--- config.mk ---
export PLATFORM = sky130hd
export DESIGN_NAME = vicsr_top
export DESIGN_NICKNAME = d
export VERILOG_FILES = /design/src/logic/vicsr_pkg.sv /design/src/logic/vicsr_run_if.sv /design/src/logic/vicsr_run_seq.sv /design/src/logic/vicsr_top.sv
export SDC_FILE = /design/constraint.sdc
export NUM_CORES = 1
export LEC_CHECK = 0
export BUFFER_PORTS_ARGS = -buffer_cell sky130_fd_sc_hd__buf_2
export CAP_MARGIN = 20
export CORE_AREA = 2 2 81 83
export CTS_BUF_LIST = sky130_fd_sc_hd__clkbuf_8
export CTS_CLUSTER_DIAMETER = 80
export DETAILED_ROUTE_END_ITERATION = 12
export DIE_AREA = 0 0 83 85
export PLACE_DENSITY_LB_ADDON = 0.08
export SETUP_SLACK_MARGIN = 0.02
export SKIP_LAST_GASP = 1
export SYNTH_ARGS = -nofsm -noshare
export SYNTH_HDL_FRONTEND = slang
export SYNTH_SLANG_ARGS = --single-unit
--- constraint.sdc ---
create_clock -name sys_clk_i -period 1.6 [get_ports sys_clk_i]
set_input_delay 0.4 -clock sys_clk_i [delete_from_list [all_inputs] [get_ports sys_clk_i]]
set_output_delay 0.4 -clock sys_clk_i [all_outputs]
set_load 0.01 [all_outputs]
--- src/logic/vicsr_pkg.sv ---
package vicsr_pkg;
  localparam int ADDR_W = 4;
  localparam logic [3:0] ADDR_CTRL = 4'h0;
  localparam logic [3:0] ADDR_STAT = 4'h1;
  localparam logic [3:0] ADDR_IRQ = 4'h2;
  localparam logic [3:0] ADDR_USED = 4'h3;
  localparam logic [3:0] ADDR_SAMP = 4'h4;
  localparam logic [3:0] ADDR_LINE = 4'h5;
  localparam int CTRL_GO = 0;
  localparam int CTRL_UPD_EN = 1;
  localparam int CTRL_STB_EN = 2;
  localparam int CTRL_SYNC_EN = 3;
  localparam int ST_RUN = 0;
  localparam int ST_SAMP_OK = 3;
  localparam int ST_F0_OK = 4;
  localparam int ST_F1_OK = 6;
  localparam int ST_INTL = 7;
  localparam int ST_STABLE = 8;
  localparam int ST_OVF = 9;
  localparam int ST_RES = 10;
  localparam int IRQ_UPD = 1;
  localparam int IRQ_STB = 2;
  localparam logic [3:0] CTRL_RESET = 4'h0;
  localparam logic [1:0] IRQ_RESET = 2'h0;
endpackage

--- src/logic/vicsr_run_if.sv ---
`timescale 1ns/1ns
interface vicsr_run_if;
  logic go;
  logic frame_start;
  logic running;
  modport ctl(output go, output frame_start, input running);
  modport seq(input go, input frame_start, output running);
endinterface

--- src/logic/vicsr_run_seq.sv ---
`timescale 1ns/1ns
module vicsr_run_seq (
  input wire logic sys_clk_i,
  input wire logic rst_i,
  vicsr_run_if.seq run
);
  // ---------------------------------------------
  // Start and stop only on frame boundaries
  // ---------------------------------------------
  logic running;
  logic next_running;

  always_comb begin
    next_running = running;
    if (run.frame_start) begin
      next_running = run.go;
    end
  end

  always_ff @(posedge sys_clk_i or posedge rst_i) begin
    if (rst_i) begin
      running <= 1'h0;
    end else begin
      running <= next_running;
    end
  end

  assign run.running = running;

  AST_RUN_AT_BOUNDARY: assert property (
    @(posedge sys_clk_i) disable iff (rst_i)
    !run.frame_start |=> running == $past(running))
    else $error("Run state changed off frame boundary");
  AST_RUN_FOLLOWS_GO: assert property (
    @(posedge sys_clk_i) disable iff (rst_i)
    run.frame_start |=> running == $past(run.go))
    else $error("Run state did not follow go at boundary");
endmodule

--- src/logic/vicsr_top.sv ---
`timescale 1ns/1ns
module vicsr_top #(
  parameter int DATA_W = 32,
  parameter int COUNT_W = 16
) (
  input wire logic sys_clk_i,
  input wire logic rst_i,
  input wire logic [3:0] av_address_i,
  input wire logic av_read_i,
  input wire logic av_write_i,
  input wire logic [DATA_W-1:0] av_writedata_i,
  output logic [DATA_W-1:0] av_readdata_o,
  input wire logic frame_start_i,
  input wire logic samples_valid_i,
  input wire logic f0_valid_i,
  input wire logic f1_valid_i,
  input wire logic interlaced_i,
  input wire logic stable_i,
  input wire logic overflow_i,
  input wire logic resolution_valid_i,
  input wire logic status_update_i,
  input wire logic [COUNT_W-1:0] fifo_used_i,
  input wire logic [COUNT_W-1:0] active_samples_i,
  input wire logic [COUNT_W-1:0] first_field_lines_i,
  input wire logic sof_i,
  input wire logic sof_locked_i,
  input wire logic refclk_div_i,
  output logic running_o,
  output logic sof_o,
  output logic sof_locked_o,
  output logic refclk_div_o,
  output logic irq_o
);
  // ---------------------------------------------
  // Control register and run sequencer
  // ---------------------------------------------
  vicsr_run_if run ();

  logic [3:0] ctrl;
  logic [3:0] next_ctrl;
  logic wr_ctrl;
  logic wr_stat;
  logic wr_irq;

  assign wr_ctrl = av_write_i && av_address_i == vicsr_pkg::ADDR_CTRL;
  assign wr_stat = av_write_i && av_address_i == vicsr_pkg::ADDR_STAT;
  assign wr_irq = av_write_i && av_address_i == vicsr_pkg::ADDR_IRQ;

  always_comb begin
    next_ctrl = ctrl;
    if (wr_ctrl) begin
      next_ctrl = av_writedata_i[3:0];
    end
  end

  always_ff @(posedge sys_clk_i or posedge rst_i) begin
    if (rst_i) begin
      ctrl <= vicsr_pkg::CTRL_RESET;
    end else begin
      ctrl <= next_ctrl;
    end
  end

  assign run.go = ctrl[vicsr_pkg::CTRL_GO];
  assign run.frame_start = frame_start_i;

  vicsr_run_seq vicsr_run_seq_i (
    .sys_clk_i(sys_clk_i),
    .rst_i(rst_i),
    .run(run.seq)
  );

  // ---------------------------------------------
  // Sticky overflow and interrupt status
  // ---------------------------------------------
  logic ovf;
  logic next_ovf;
  logic [1:0] pend;
  logic [1:0] next_pend;
  logic stable_q;
  logic upd_ev;
  logic stb_ev;

  // Stable event on rising edge of stable indication
  assign stb_ev = stable_i && !stable_q;
  assign upd_ev = status_update_i;

  always_comb begin
    next_ovf = ovf;
    if (wr_stat && av_writedata_i[vicsr_pkg::ST_OVF]) begin
      next_ovf = 1'h0;
    end
    if (overflow_i) begin
      next_ovf = 1'h1;
    end
    next_pend = pend;
    if (wr_irq) begin
      next_pend = pend & ~{av_writedata_i[vicsr_pkg::IRQ_STB],
                           av_writedata_i[vicsr_pkg::IRQ_UPD]};
    end
    if (upd_ev && ctrl[vicsr_pkg::CTRL_UPD_EN]) begin
      next_pend[0] = 1'h1;
    end
    if (stb_ev && ctrl[vicsr_pkg::CTRL_STB_EN]) begin
      next_pend[1] = 1'h1;
    end
  end

  always_ff @(posedge sys_clk_i or posedge rst_i) begin
    if (rst_i) begin
      ovf <= 1'h0;
      pend <= vicsr_pkg::IRQ_RESET;
      stable_q <= 1'h0;
    end else begin
      ovf <= next_ovf;
      pend <= next_pend;
      stable_q <= stable_i;
    end
  end

  // ---------------------------------------------
  // Status word and read mux
  // ---------------------------------------------
  logic [DATA_W-1:0] stat_word;
  logic [DATA_W-1:0] next_rdata;

  always_comb begin
    stat_word = '0;
    stat_word[vicsr_pkg::ST_RUN] = run.running;
    stat_word[vicsr_pkg::ST_SAMP_OK] = samples_valid_i;
    stat_word[vicsr_pkg::ST_F0_OK] = f0_valid_i;
    stat_word[vicsr_pkg::ST_F1_OK] = f1_valid_i;
    stat_word[vicsr_pkg::ST_INTL] = interlaced_i;
    stat_word[vicsr_pkg::ST_STABLE] = stable_i;
    stat_word[vicsr_pkg::ST_OVF] = ovf;
    stat_word[vicsr_pkg::ST_RES] = resolution_valid_i;
  end

  always_comb begin
    next_rdata = '0;
    if (av_read_i) begin
      unique case (av_address_i)
        vicsr_pkg::ADDR_CTRL: next_rdata[3:0] = ctrl;
        vicsr_pkg::ADDR_STAT: next_rdata = stat_word;
        vicsr_pkg::ADDR_IRQ: next_rdata[2:1] = pend;
        vicsr_pkg::ADDR_USED: next_rdata[COUNT_W-1:0] = fifo_used_i;
        vicsr_pkg::ADDR_SAMP:
          next_rdata[COUNT_W-1:0] = active_samples_i;
        vicsr_pkg::ADDR_LINE:
          next_rdata[COUNT_W-1:0] = first_field_lines_i;
        default: next_rdata = '0;
      endcase
    end
  end

  // ---------------------------------------------
  // Registered outputs
  // ---------------------------------------------
  logic sync_en;
  assign sync_en = ctrl[vicsr_pkg::CTRL_SYNC_EN];

  logic next_running_o;
  logic next_sof;
  logic next_sof_locked;
  logic next_refclk_div;
  logic next_irq;

  always_comb begin
    next_running_o = run.running;
    next_sof = sync_en && sof_i;
    next_sof_locked = sync_en && sof_locked_i;
    next_refclk_div = sync_en && refclk_div_i;
    next_irq = |(next_pend & ctrl[2:1]);
  end

  always_ff @(posedge sys_clk_i or posedge rst_i) begin
    if (rst_i) begin
      av_readdata_o <= '0;
      running_o <= 1'h0;
      sof_o <= 1'h0;
      sof_locked_o <= 1'h0;
      refclk_div_o <= 1'h0;
      irq_o <= 1'h0;
    end else begin
      av_readdata_o <= next_rdata;
      running_o <= next_running_o;
      sof_o <= next_sof;
      sof_locked_o <= next_sof_locked;
      refclk_div_o <= next_refclk_div;
      irq_o <= next_irq;
    end
  end

  // ---------------------------------------------
  // Checks
  // ---------------------------------------------
  AST_SYNC_GATED: assert property (
    @(posedge sys_clk_i) disable iff (rst_i)
    !sync_en |=> !sof_o && !sof_locked_o && !refclk_div_o)
    else $error("Sync output active while disabled");
  AST_OVF_STICKY: assert property (
    @(posedge sys_clk_i) disable iff (rst_i)
    overflow_i |=> ovf)
    else $error("Overflow not latched");
  AST_OVF_HOLD: assert property (
    @(posedge sys_clk_i) disable iff (rst_i)
    ovf && !(wr_stat && av_writedata_i[vicsr_pkg::ST_OVF]) |=> ovf)
    else $error("Overflow cleared without write one");
  AST_UPD_SET: assert property (
    @(posedge sys_clk_i) disable iff (rst_i)
    upd_ev && ctrl[vicsr_pkg::CTRL_UPD_EN] |=> pend[0])
    else $error("Status update pending not set");
  AST_UPD_GATED: assert property (
    @(posedge sys_clk_i) disable iff (rst_i)
    !pend[0] && !ctrl[vicsr_pkg::CTRL_UPD_EN] |=> !pend[0])
    else $error("Status update pending set while disabled");
  AST_STB_SET: assert property (
    @(posedge sys_clk_i) disable iff (rst_i)
    stable_i && !stable_q && ctrl[vicsr_pkg::CTRL_STB_EN] |=> pend[1])
    else $error("Stable pending not set");
  AST_PEND_HOLD: assert property (
    @(posedge sys_clk_i) disable iff (rst_i)
    pend[1] && !wr_irq |=> pend[1])
    else $error("Pending bit lost without write");
  AST_IRQ_OUT: assert property (
    @(posedge sys_clk_i) disable iff (rst_i)
    ##1 irq_o == |(pend & $past(ctrl[2:1])))
    else $error("Interrupt output mismatch");
  AST_READ_USED: assert property (
    @(posedge sys_clk_i) disable iff (rst_i)
    av_read_i && av_address_i == vicsr_pkg::ADDR_USED
    |=> av_readdata_o[COUNT_W-1:0] == $past(fifo_used_i))
    else $error("Fill level read wrong");
  AST_STAT_UNUSED: assert property (
    @(posedge sys_clk_i) disable iff (rst_i)
    av_read_i && av_address_i == vicsr_pkg::ADDR_STAT
    |=> av_readdata_o[1] == 1'h0 && av_readdata_o[2] == 1'h0
        && av_readdata_o[5] == 1'h0)
    else $error("Unused status bits not zero");

  // ---------------------------------------------
  // Status, pending and readback checks
  // ---------------------------------------------
  AST_STAT_RUN: assert property (
    @(posedge sys_clk_i) disable iff (rst_i)
    av_read_i && av_address_i == vicsr_pkg::ADDR_STAT
    |=> av_readdata_o[vicsr_pkg::ST_RUN] == $past(run.running))
    else $error("Run status bit wrong");
  AST_RUN_OUT: assert property (
    @(posedge sys_clk_i) disable iff (rst_i)
    ##1 running_o == $past(run.running))
    else $error("Running output does not follow run state");
  AST_STAT_VALID: assert property (
    @(posedge sys_clk_i) disable iff (rst_i)
    av_read_i && av_address_i == vicsr_pkg::ADDR_STAT
    |=> av_readdata_o[vicsr_pkg::ST_SAMP_OK] == $past(samples_valid_i)
        && av_readdata_o[vicsr_pkg::ST_F0_OK] == $past(f0_valid_i)
        && av_readdata_o[vicsr_pkg::ST_F1_OK] == $past(f1_valid_i))
    else $error("Count valid status bits wrong");
  AST_STAT_INTL: assert property (
    @(posedge sys_clk_i) disable iff (rst_i)
    av_read_i && av_address_i == vicsr_pkg::ADDR_STAT
    |=> av_readdata_o[vicsr_pkg::ST_INTL] == $past(interlaced_i))
    else $error("Interlaced status bit wrong");
  AST_STAT_STABLE: assert property (
    @(posedge sys_clk_i) disable iff (rst_i)
    av_read_i && av_address_i == vicsr_pkg::ADDR_STAT
    |=> av_readdata_o[vicsr_pkg::ST_STABLE] == $past(stable_i))
    else $error("Stable status bit wrong");
  AST_STAT_OVF: assert property (
    @(posedge sys_clk_i) disable iff (rst_i)
    av_read_i && av_address_i == vicsr_pkg::ADDR_STAT
    |=> av_readdata_o[vicsr_pkg::ST_OVF] == $past(ovf))
    else $error("Overflow status bit wrong");
  AST_STAT_RES: assert property (
    @(posedge sys_clk_i) disable iff (rst_i)
    av_read_i && av_address_i == vicsr_pkg::ADDR_STAT
    |=> av_readdata_o[vicsr_pkg::ST_RES] == $past(resolution_valid_i))
    else $error("Resolution status bit wrong");
  AST_OVF_CLEAR: assert property (
    @(posedge sys_clk_i) disable iff (rst_i)
    wr_stat && av_writedata_i[vicsr_pkg::ST_OVF] && !overflow_i |=> !ovf)
    else $error("Overflow not cleared by write one");
  AST_STB_GATED: assert property (
    @(posedge sys_clk_i) disable iff (rst_i)
    !pend[1] && !ctrl[vicsr_pkg::CTRL_STB_EN] |=> !pend[1])
    else $error("Stable pending set while disabled");
  AST_IRQ_READ: assert property (
    @(posedge sys_clk_i) disable iff (rst_i)
    av_read_i && av_address_i == vicsr_pkg::ADDR_IRQ
    |=> av_readdata_o[2:1] == $past(pend))
    else $error("Pending bits read wrong");
  AST_UPD_HOLD: assert property (
    @(posedge sys_clk_i) disable iff (rst_i)
    pend[0] && !wr_irq |=> pend[0])
    else $error("Update pending lost without write");
  AST_UPD_KEEP: assert property (
    @(posedge sys_clk_i) disable iff (rst_i)
    wr_irq && !av_writedata_i[vicsr_pkg::IRQ_UPD] && pend[0] |=> pend[0])
    else $error("Update pending lost on write zero");
  AST_STB_KEEP: assert property (
    @(posedge sys_clk_i) disable iff (rst_i)
    wr_irq && !av_writedata_i[vicsr_pkg::IRQ_STB] && pend[1] |=> pend[1])
    else $error("Stable pending lost on write zero");
  AST_UPD_CLEAR: assert property (
    @(posedge sys_clk_i) disable iff (rst_i)
    wr_irq && av_writedata_i[vicsr_pkg::IRQ_UPD] && !upd_ev |=> !pend[0])
    else $error("Update pending not cleared by write one");
  AST_STB_CLEAR: assert property (
    @(posedge sys_clk_i) disable iff (rst_i)
    wr_irq && av_writedata_i[vicsr_pkg::IRQ_STB] && !stb_ev |=> !pend[1])
    else $error("Stable pending not cleared by write one");
  AST_READ_SAMP: assert property (
    @(posedge sys_clk_i) disable iff (rst_i)
    av_read_i && av_address_i == vicsr_pkg::ADDR_SAMP
    |=> av_readdata_o[COUNT_W-1:0] == $past(active_samples_i))
    else $error("Sample count read wrong");
  AST_READ_LINE: assert property (
    @(posedge sys_clk_i) disable iff (rst_i)
    av_read_i && av_address_i == vicsr_pkg::ADDR_LINE
    |=> av_readdata_o[COUNT_W-1:0] == $past(first_field_lines_i))
    else $error("Line count read wrong");
  AST_CTRL_WRITE: assert property (
    @(posedge sys_clk_i) disable iff (rst_i)
    wr_ctrl |=> ctrl == $past(av_writedata_i[3:0]))
    else $error("Control write not taken");
  AST_CTRL_HOLD: assert property (
    @(posedge sys_clk_i) disable iff (rst_i)
    !wr_ctrl |=> ctrl == $past(ctrl))
    else $error("Control changed without write");
  AST_SYNC_PASS: assert property (
    @(posedge sys_clk_i) disable iff (rst_i)
    sync_en |=> sof_o == $past(sof_i)
        && sof_locked_o == $past(sof_locked_i)
        && refclk_div_o == $past(refclk_div_i))
    else $error("Sync output not passed while enabled");

  COV_OVF_CLEAR: cover property (
    @(posedge sys_clk_i) disable iff (rst_i) ovf ##1 !ovf);
  COV_IRQ: cover property (
    @(posedge sys_clk_i) disable iff (rst_i) !irq_o ##1 irq_o);
  COV_RUN: cover property (
    @(posedge sys_clk_i) disable iff (rst_i) !running_o ##1 running_o);
  COV_STB_PEND: cover property (
    @(posedge sys_clk_i) disable iff (rst_i) !pend[1] ##1 pend[1]);
  COV_SYNC: cover property (
    @(posedge sys_clk_i) disable iff (rst_i) !sof_o ##1 sof_o);
endmodule

==> impl_metrics.yaml, run 1 <==
status:
  status: "finished clean"
routing:
  drc: 0
  vias: 1562
  wl_mm: 4.54
  via_per_inst: 4.51
  first_iter_violations: 29
  drtPass1Iterations: 4
  antenna_left: 0
  detail_route.wl_per_cell_um: 13.1
placed_design:
  pre_cts_slack_ns: -0.0944
  dp_hpwl_mm: 3.62
  portBuffers: 93
  place.gp.congestion: 0.715
  dp_cells: 338
timing:
  period_share_pct: 86.0
  holdWs_ns: 0.186
  maxSlewHeadroom_pct: 40.4
  rsz0062_at_grt: "false"
  fmax_mhz: 727
  hold_viol_final: 0
  clock_skew_ns: 0.00487
  worst_slew_pin_slew_ns: 0.888
  setup_ws_ns: 0.224
  setup_viol: 0
  slew_viol_final: 0
  min_period_ns: 1.38
  fin_setup_tns_ns: 0
logic_synthesis:
  ys_ff_latch: 30
  syn_area_sq_um: 1690
  synthTopCellsByArea: "dfrtp_1 (44%), buf_4 (7.6%), a22o_1 (4.7%)"
  netlist_instances: 163
  yosys.area.top_type: "dfrtp_1"
  synth_top_area_share_pct: 44.4
  yosys_most_used_dff: "dfrtp_1"
  yosysSeqAreaShare_pct: 44.4
  ys_types: 38
  syn_area_per_cell_sq_um: 10.4
  synth_edf_count: 0
  synthArstFlopShare_pct: 100
  yosysWarningCount: 0
floorplanning:
  io_pins: 137
  die_height_um: 85
  fp.dieW_um: 83
  start_util_pct: 27.2
  rows: 29
  core-area_sq_um: 6200
  die-area_sq_um: 7060
clock_network:
  cts_buffers: 5
  cts.htree.levels: 2
  clk-insertion-delay-late_ns: 0.28
  cts-root-buf: "clkbuf_8"
  path_clk_slew_ns: 0.06
  holdBufCountCts: 0
  ctsResizeCount: 0
  cts_setup_buffers: 0
  cts_num_sinks: 30
  clock_tree.buffer_depth: 2
  cts_tree: "done"
pwr:
  vdd_drop_max_mv: 0.289
  power.density_nw_per_um2: 848
  total_leakage_power_nw: 1.21
global_route:
  antenna_found_initial: 0
  grt_pass1_wl_mm: 7.59
  grt_use_total_pct: 13.5
  grt_start_max_net_pins: 31
  grt_pass1_vias: 1658
  grt_overflow: 0
min_path:
  worstHoldPathType: "in2async"
final_layout:
  area_growth_pct: 39.2
  fin_cells: 346
  drive_gt1_share_pct: 45.4
  nNetsFinal: 368
  diodes: 0
  fin_util_pct: 37.9
critical_path:
  ff2ff_path_depth: 4
  critPathTopFamily: "simple AND/OR/NAND/NOR gates"
  arrival_ns: 1.57
  cp.depth: 6
  worstSetupPathType: "in2reg"
  cp_slowest_cell: "nor3b_2"
  cp_num_buf_inv: 2
  cp-start-kind: "input port"
  cp_max_fo: 6
  critPathCaptureType: "flop"
  slowest_delay_ns: 0.37
  cp_data_required_time_ns: 1.79
  path_cells: "buf_2, buf_4, nor3b_2, a22oi_1, or2_0, a21oi_1"
flow_run:
  drv_cap: 0
[report_power, final]
group	internal [mW]	total, mW	switching (mW)
combinational	0.197	0.380	0.183
sequential	0.827	0.866	0.0387
clock	0.458	0.747	0.289
[per-layer routing]
layer / part of all wire, % / vias to the layer above / GRT usage (%)
li1: - / 766 / -
met1: 40 / 731 / 15.6
met2: 52 / 58 / 23.8
met3: 6.5 / 7 / 3.89
met4: 2.0 / 0 / 4.92
met5: 0 / - / 0
[layout make-up]
type,instances,area [sq um]
inverter,2,7.51
clock buffer,5,68.8
fill,669,3850
multi-input combinational,121,810
tap,77,96.3
timing repair buffer,108,578
clock inverter,3,40.0
sequential,30,751
[cell families after synthesis]
group	synth area share, %
AO/OA/AOI/OAI	19.3
buffers and inverters	11.0
flip-flops	44.4
multiplexers	8.22
other	0.222
AND/OR/NAND/NOR	16.9
[sequential cells by signal (all words and copies together) (netlist names)]
signal / flops
ovf: 1
sof_o: 1
irq_o: 1
refclk_div_o: 1
stable_q: 1
ctrl: 4
sof_locked_o: 1
pend: 2
av_readdata_o: 16
vicsr_run_seq_i.run.running: 1
running_o: 1
[synthesized netlist by cell type (2+ instances only)]
cell and number:
a21boi_1 2, a21o_1 2, a21oi_1 9, a222oi_1 6, a22o_1 9, a22oi_1 6
and2_1 3, buf_2 3, buf_4 17, buf_6 2, clkbuf_1 2, dfrtp_1 30
inv_1 2, mux2_1 6, mux2i_1 6, nand2_1 11, nor2_1 12, nor2b_1 6
o21ai_1 4, o32ai_1 2, or2_0 6
[cells in the final DEF, fill, tap and decap left out, types with 2 or more instances in the layout]
cell	n
conb_1	16
inv_1	2
mux2i_1	6
a21o_1	2
o21ai_1	4
a21boi_1	2
a21oi_1	9
a22o_1	9
mux2_1	6
nor2b_1	6
or2_0	6
o32ai_1	2
clkinv_2	2
a22oi_1	6
and2_1	3
nand2_1	11
buf_4	15
buf_2	93
dfrtp_1	30
clkbuf_8	5
nor2_1	12
a222oi_1	6
[through the flow]
step                power, mW  cell area, sq um
finish                   1.99              2350
global placement         1.27              2240
detailed placement       1.27              2240
global route             2.11              2350
CTS                      2.03              2350
floorplan                1.11              1750
[worst reg2reg max path, delay by kind of cell (launching register included)]
kind               cells  cell delay [ns]
AOI/OAI and AO/OA      2             0.33
and+or+nand+nor        1             0.05
DFF                    1             0.40
muxes                  1             0.30
[final timing paths]
| kind | start | end | slack [ns] |
|---|---|---|---|
| setup reg to reg | pend[1] | av_readdata_o[2] | 0.41 |
| setup / recovery | av_address_i[0] | av_readdata_o[15] | 0.22 |
| hold / removal | rst_i | av_readdata_o[14] | 0.19 |
| hold reg to reg | vicsr_run_seq_i.run.running | running_o | 0.42 |
| min in group sys_clk_i | stable_i | stable_q | 0.25 |
| max in group asynchronous | rst_i | ovf | 1.13 |
Power figures use the tool's default switching activity.
==> inputs of run 2 (changes only) <==
==> constraint.sdc (replaced) <==
create_clock -name sys_clk_i -period 1.6 [get_ports sys_clk_i]
set_input_delay 0.08 -clock sys_clk_i [delete_from_list [all_inputs] [get_ports sys_clk_i]]
set_output_delay 0.08 -clock sys_clk_i [all_outputs]
set_load 0.05 [all_outputs]
==> run 2 against run 1 <==
Flip-flop and latch count is the same. Combinational power grew 40%. Wire length grew 1.4%. Utilization shrank 1.1 points. Clock skew shrank 0.0027 ns. Largest power group unchanged.
==> impl_metrics.yaml, run 2 (same netlist as run 1, synthesis figures left out) <==
min_path:
  worstHoldPathType: "in2reg"
  min_from: "sof_locked_i"
global_route:
  grt_overflow: 0
  grt_start_max_net_pins: 31
  grt_pass1_vias: 1598
  grt_use_total_pct: 13.3
  grt_pass1_wl_mm: 7.45
  antenna_found_initial: 0
clock_network:
  cts_buffers: 5
  holdBufCountCts: 3
  clk-insertion-delay-late_ns: 0.27
  clock_tree.buffer_depth: 2
  cts_tree: "done"
  cts_num_sinks: 30
  cts.htree.levels: 2
  cts-root-buf: "clkbuf_8"
  path_clk_slew_ns: 0.06
  ctsResizeCount: 0
  cts_setup_buffers: 0
routing:
  detail_route.wl_per_cell_um: 13.6
  vias: 1526
  first_iter_violations: 44
  via_per_inst: 4.50
  wl_mm: 4.60
  drc: 0
  drtPass1Iterations: 4
  antenna_left: 0
critical_path:
  regToRegSetupSlack_ns: 0.43
  reg2reg_from: "pend[1]"
  arrival_ns: 1.33
  critPathTopFamily: "flip-flops"
  critPathCaptureType: "flop"
  ff2ff_path_depth: 4
  cp-startpoint: "pend[1]"
  cp_slowest_cell: "dfrtp_1"
  cp_num_buf_inv: 0
  worst_setup_path_endpoint: "av_readdata_o[2]"
  worstSetupPathType: "reg2reg"
  cp-start-kind: "flop"
  cp_data_required_time_ns: 1.76
  path_cells: "mux2_1, a22o_1, a21oi_1, nor2_1"
  cp_max_fo: 3
  r2r_end: "av_readdata_o[2]"
  slowest_delay_ns: 0.39
  cp.depth: 4
floorplanning:
  die-area_sq_um: 7060
  core-area_sq_um: 6200
  io_pins: 137
  rows: 29
  fp.dieW_um: 83
  die_height_um: 85
  start_util_pct: 27.2
pwr:
  finalPower_mw: 1.95
  total_leakage_power_nw: 1.17
  switching_share_pct: 33.3
  power.internal_mw: 1.30
  p_seq_share_pct: 44.3
  power.switching_uw: 648
  combPwrFrac_pct: 27.3
  power.density_nw_per_um2: 855
  vdd_drop_max_mv: 0.321
  p_clk_share_pct: 28.4
status:
  status: "finished clean"
final_layout:
  drive_gt1_share_pct: 42.0
  area_growth_pct: 35.0
  layout_common_cells: "buf_2 (93), dfrtp_1 (30), conb_1 (16), nor2_1 (12), nand2_1 (11)"
  top_register: "av_readdata_o"
  reg_top3: "av_readdata_o (16), ctrl (4), pend (2)"
  fin_util_pct: 36.8
  nNetsFinal: 362
  largest_reg_flops: 16
  diodes: 0
  layout_commonest_cell: "buf_2"
timing:
  rsz0062_at_grt: "false"
  clock_skew_ns: 0.00221
  hold_viol_final: 0
  min_period_ns: 1.17
  fmax_mhz: 857
  setup_viol: 0
  fin_setup_tns_ns: 0
  holdWs_ns: 0.0195
  period_share_pct: 73.0
  slew_viol_final: 0
placed_design:
  dp_hpwl_mm: 3.51
  portBuffers: 93
  place.gp.congestion: 0.665
flow_run:
  drv_cap: 0
==> run 2: power groups by stage <==
| stage | Combinational (mW) | Sequential (mW) | Clock [mW] |
|---|---|---|---|
| floorplan | 0.284 | 0.983 | 0 |
| global placement | 0.530 | 0.880 | 0 |
| CTS | 0.540 | 0.866 | 0.580 |
| detailed placement | 0.532 | 0.879 | 0 |
| global route | 0.578 | 0.874 | 0.611 |
| finish | 0.531 | 0.864 | 0.554 |
==> run 2: how the worst min path moves through the flow <==
stage	to	slack, ns	depth (start not counted)
final	sof_locked_o	0.02	2
after global routing	ctrl[0]	0.02	2
after CTS	sof_o	0.01	2
after detailed placement	av_readdata_o[13]	0.18	3
after global placement	av_readdata_o[13]	0.19	3
after floorplan	stable_q	0.11	0
==> run 2: per-layer routing <==
metal | up-vias | wire (um) | GRT usage, %
met1 | 712 | 1870 | 15.1
met3 | 5 | 264 | 3.60
li1 | 755 | - | -
met2 | 54 | 2400 | 24.3
met5 | - | 0 | 0
met4 | 0 | 65 | 4.62
==> run 2: per-stage QoR <==
step	cell area, sq um	setup WS, ns	instances
floorplan	1750	0.496	178
global placement	2170	0.250	329
detailed placement	2170	0.252	329
CTS	2280	0.428	339
global route	2280	0.364	339
finish	2280	0.433	339
==> run 2: layout make-up <==
class,instances,area (sq um)
clock inverter,2,7.51
inverter,2,7.51
clock buffer,5,68.8
timing repair buffer,102,541
sequential,30,751
multi-input combinational,121,810
fill,670,3920
tap,77,96.3
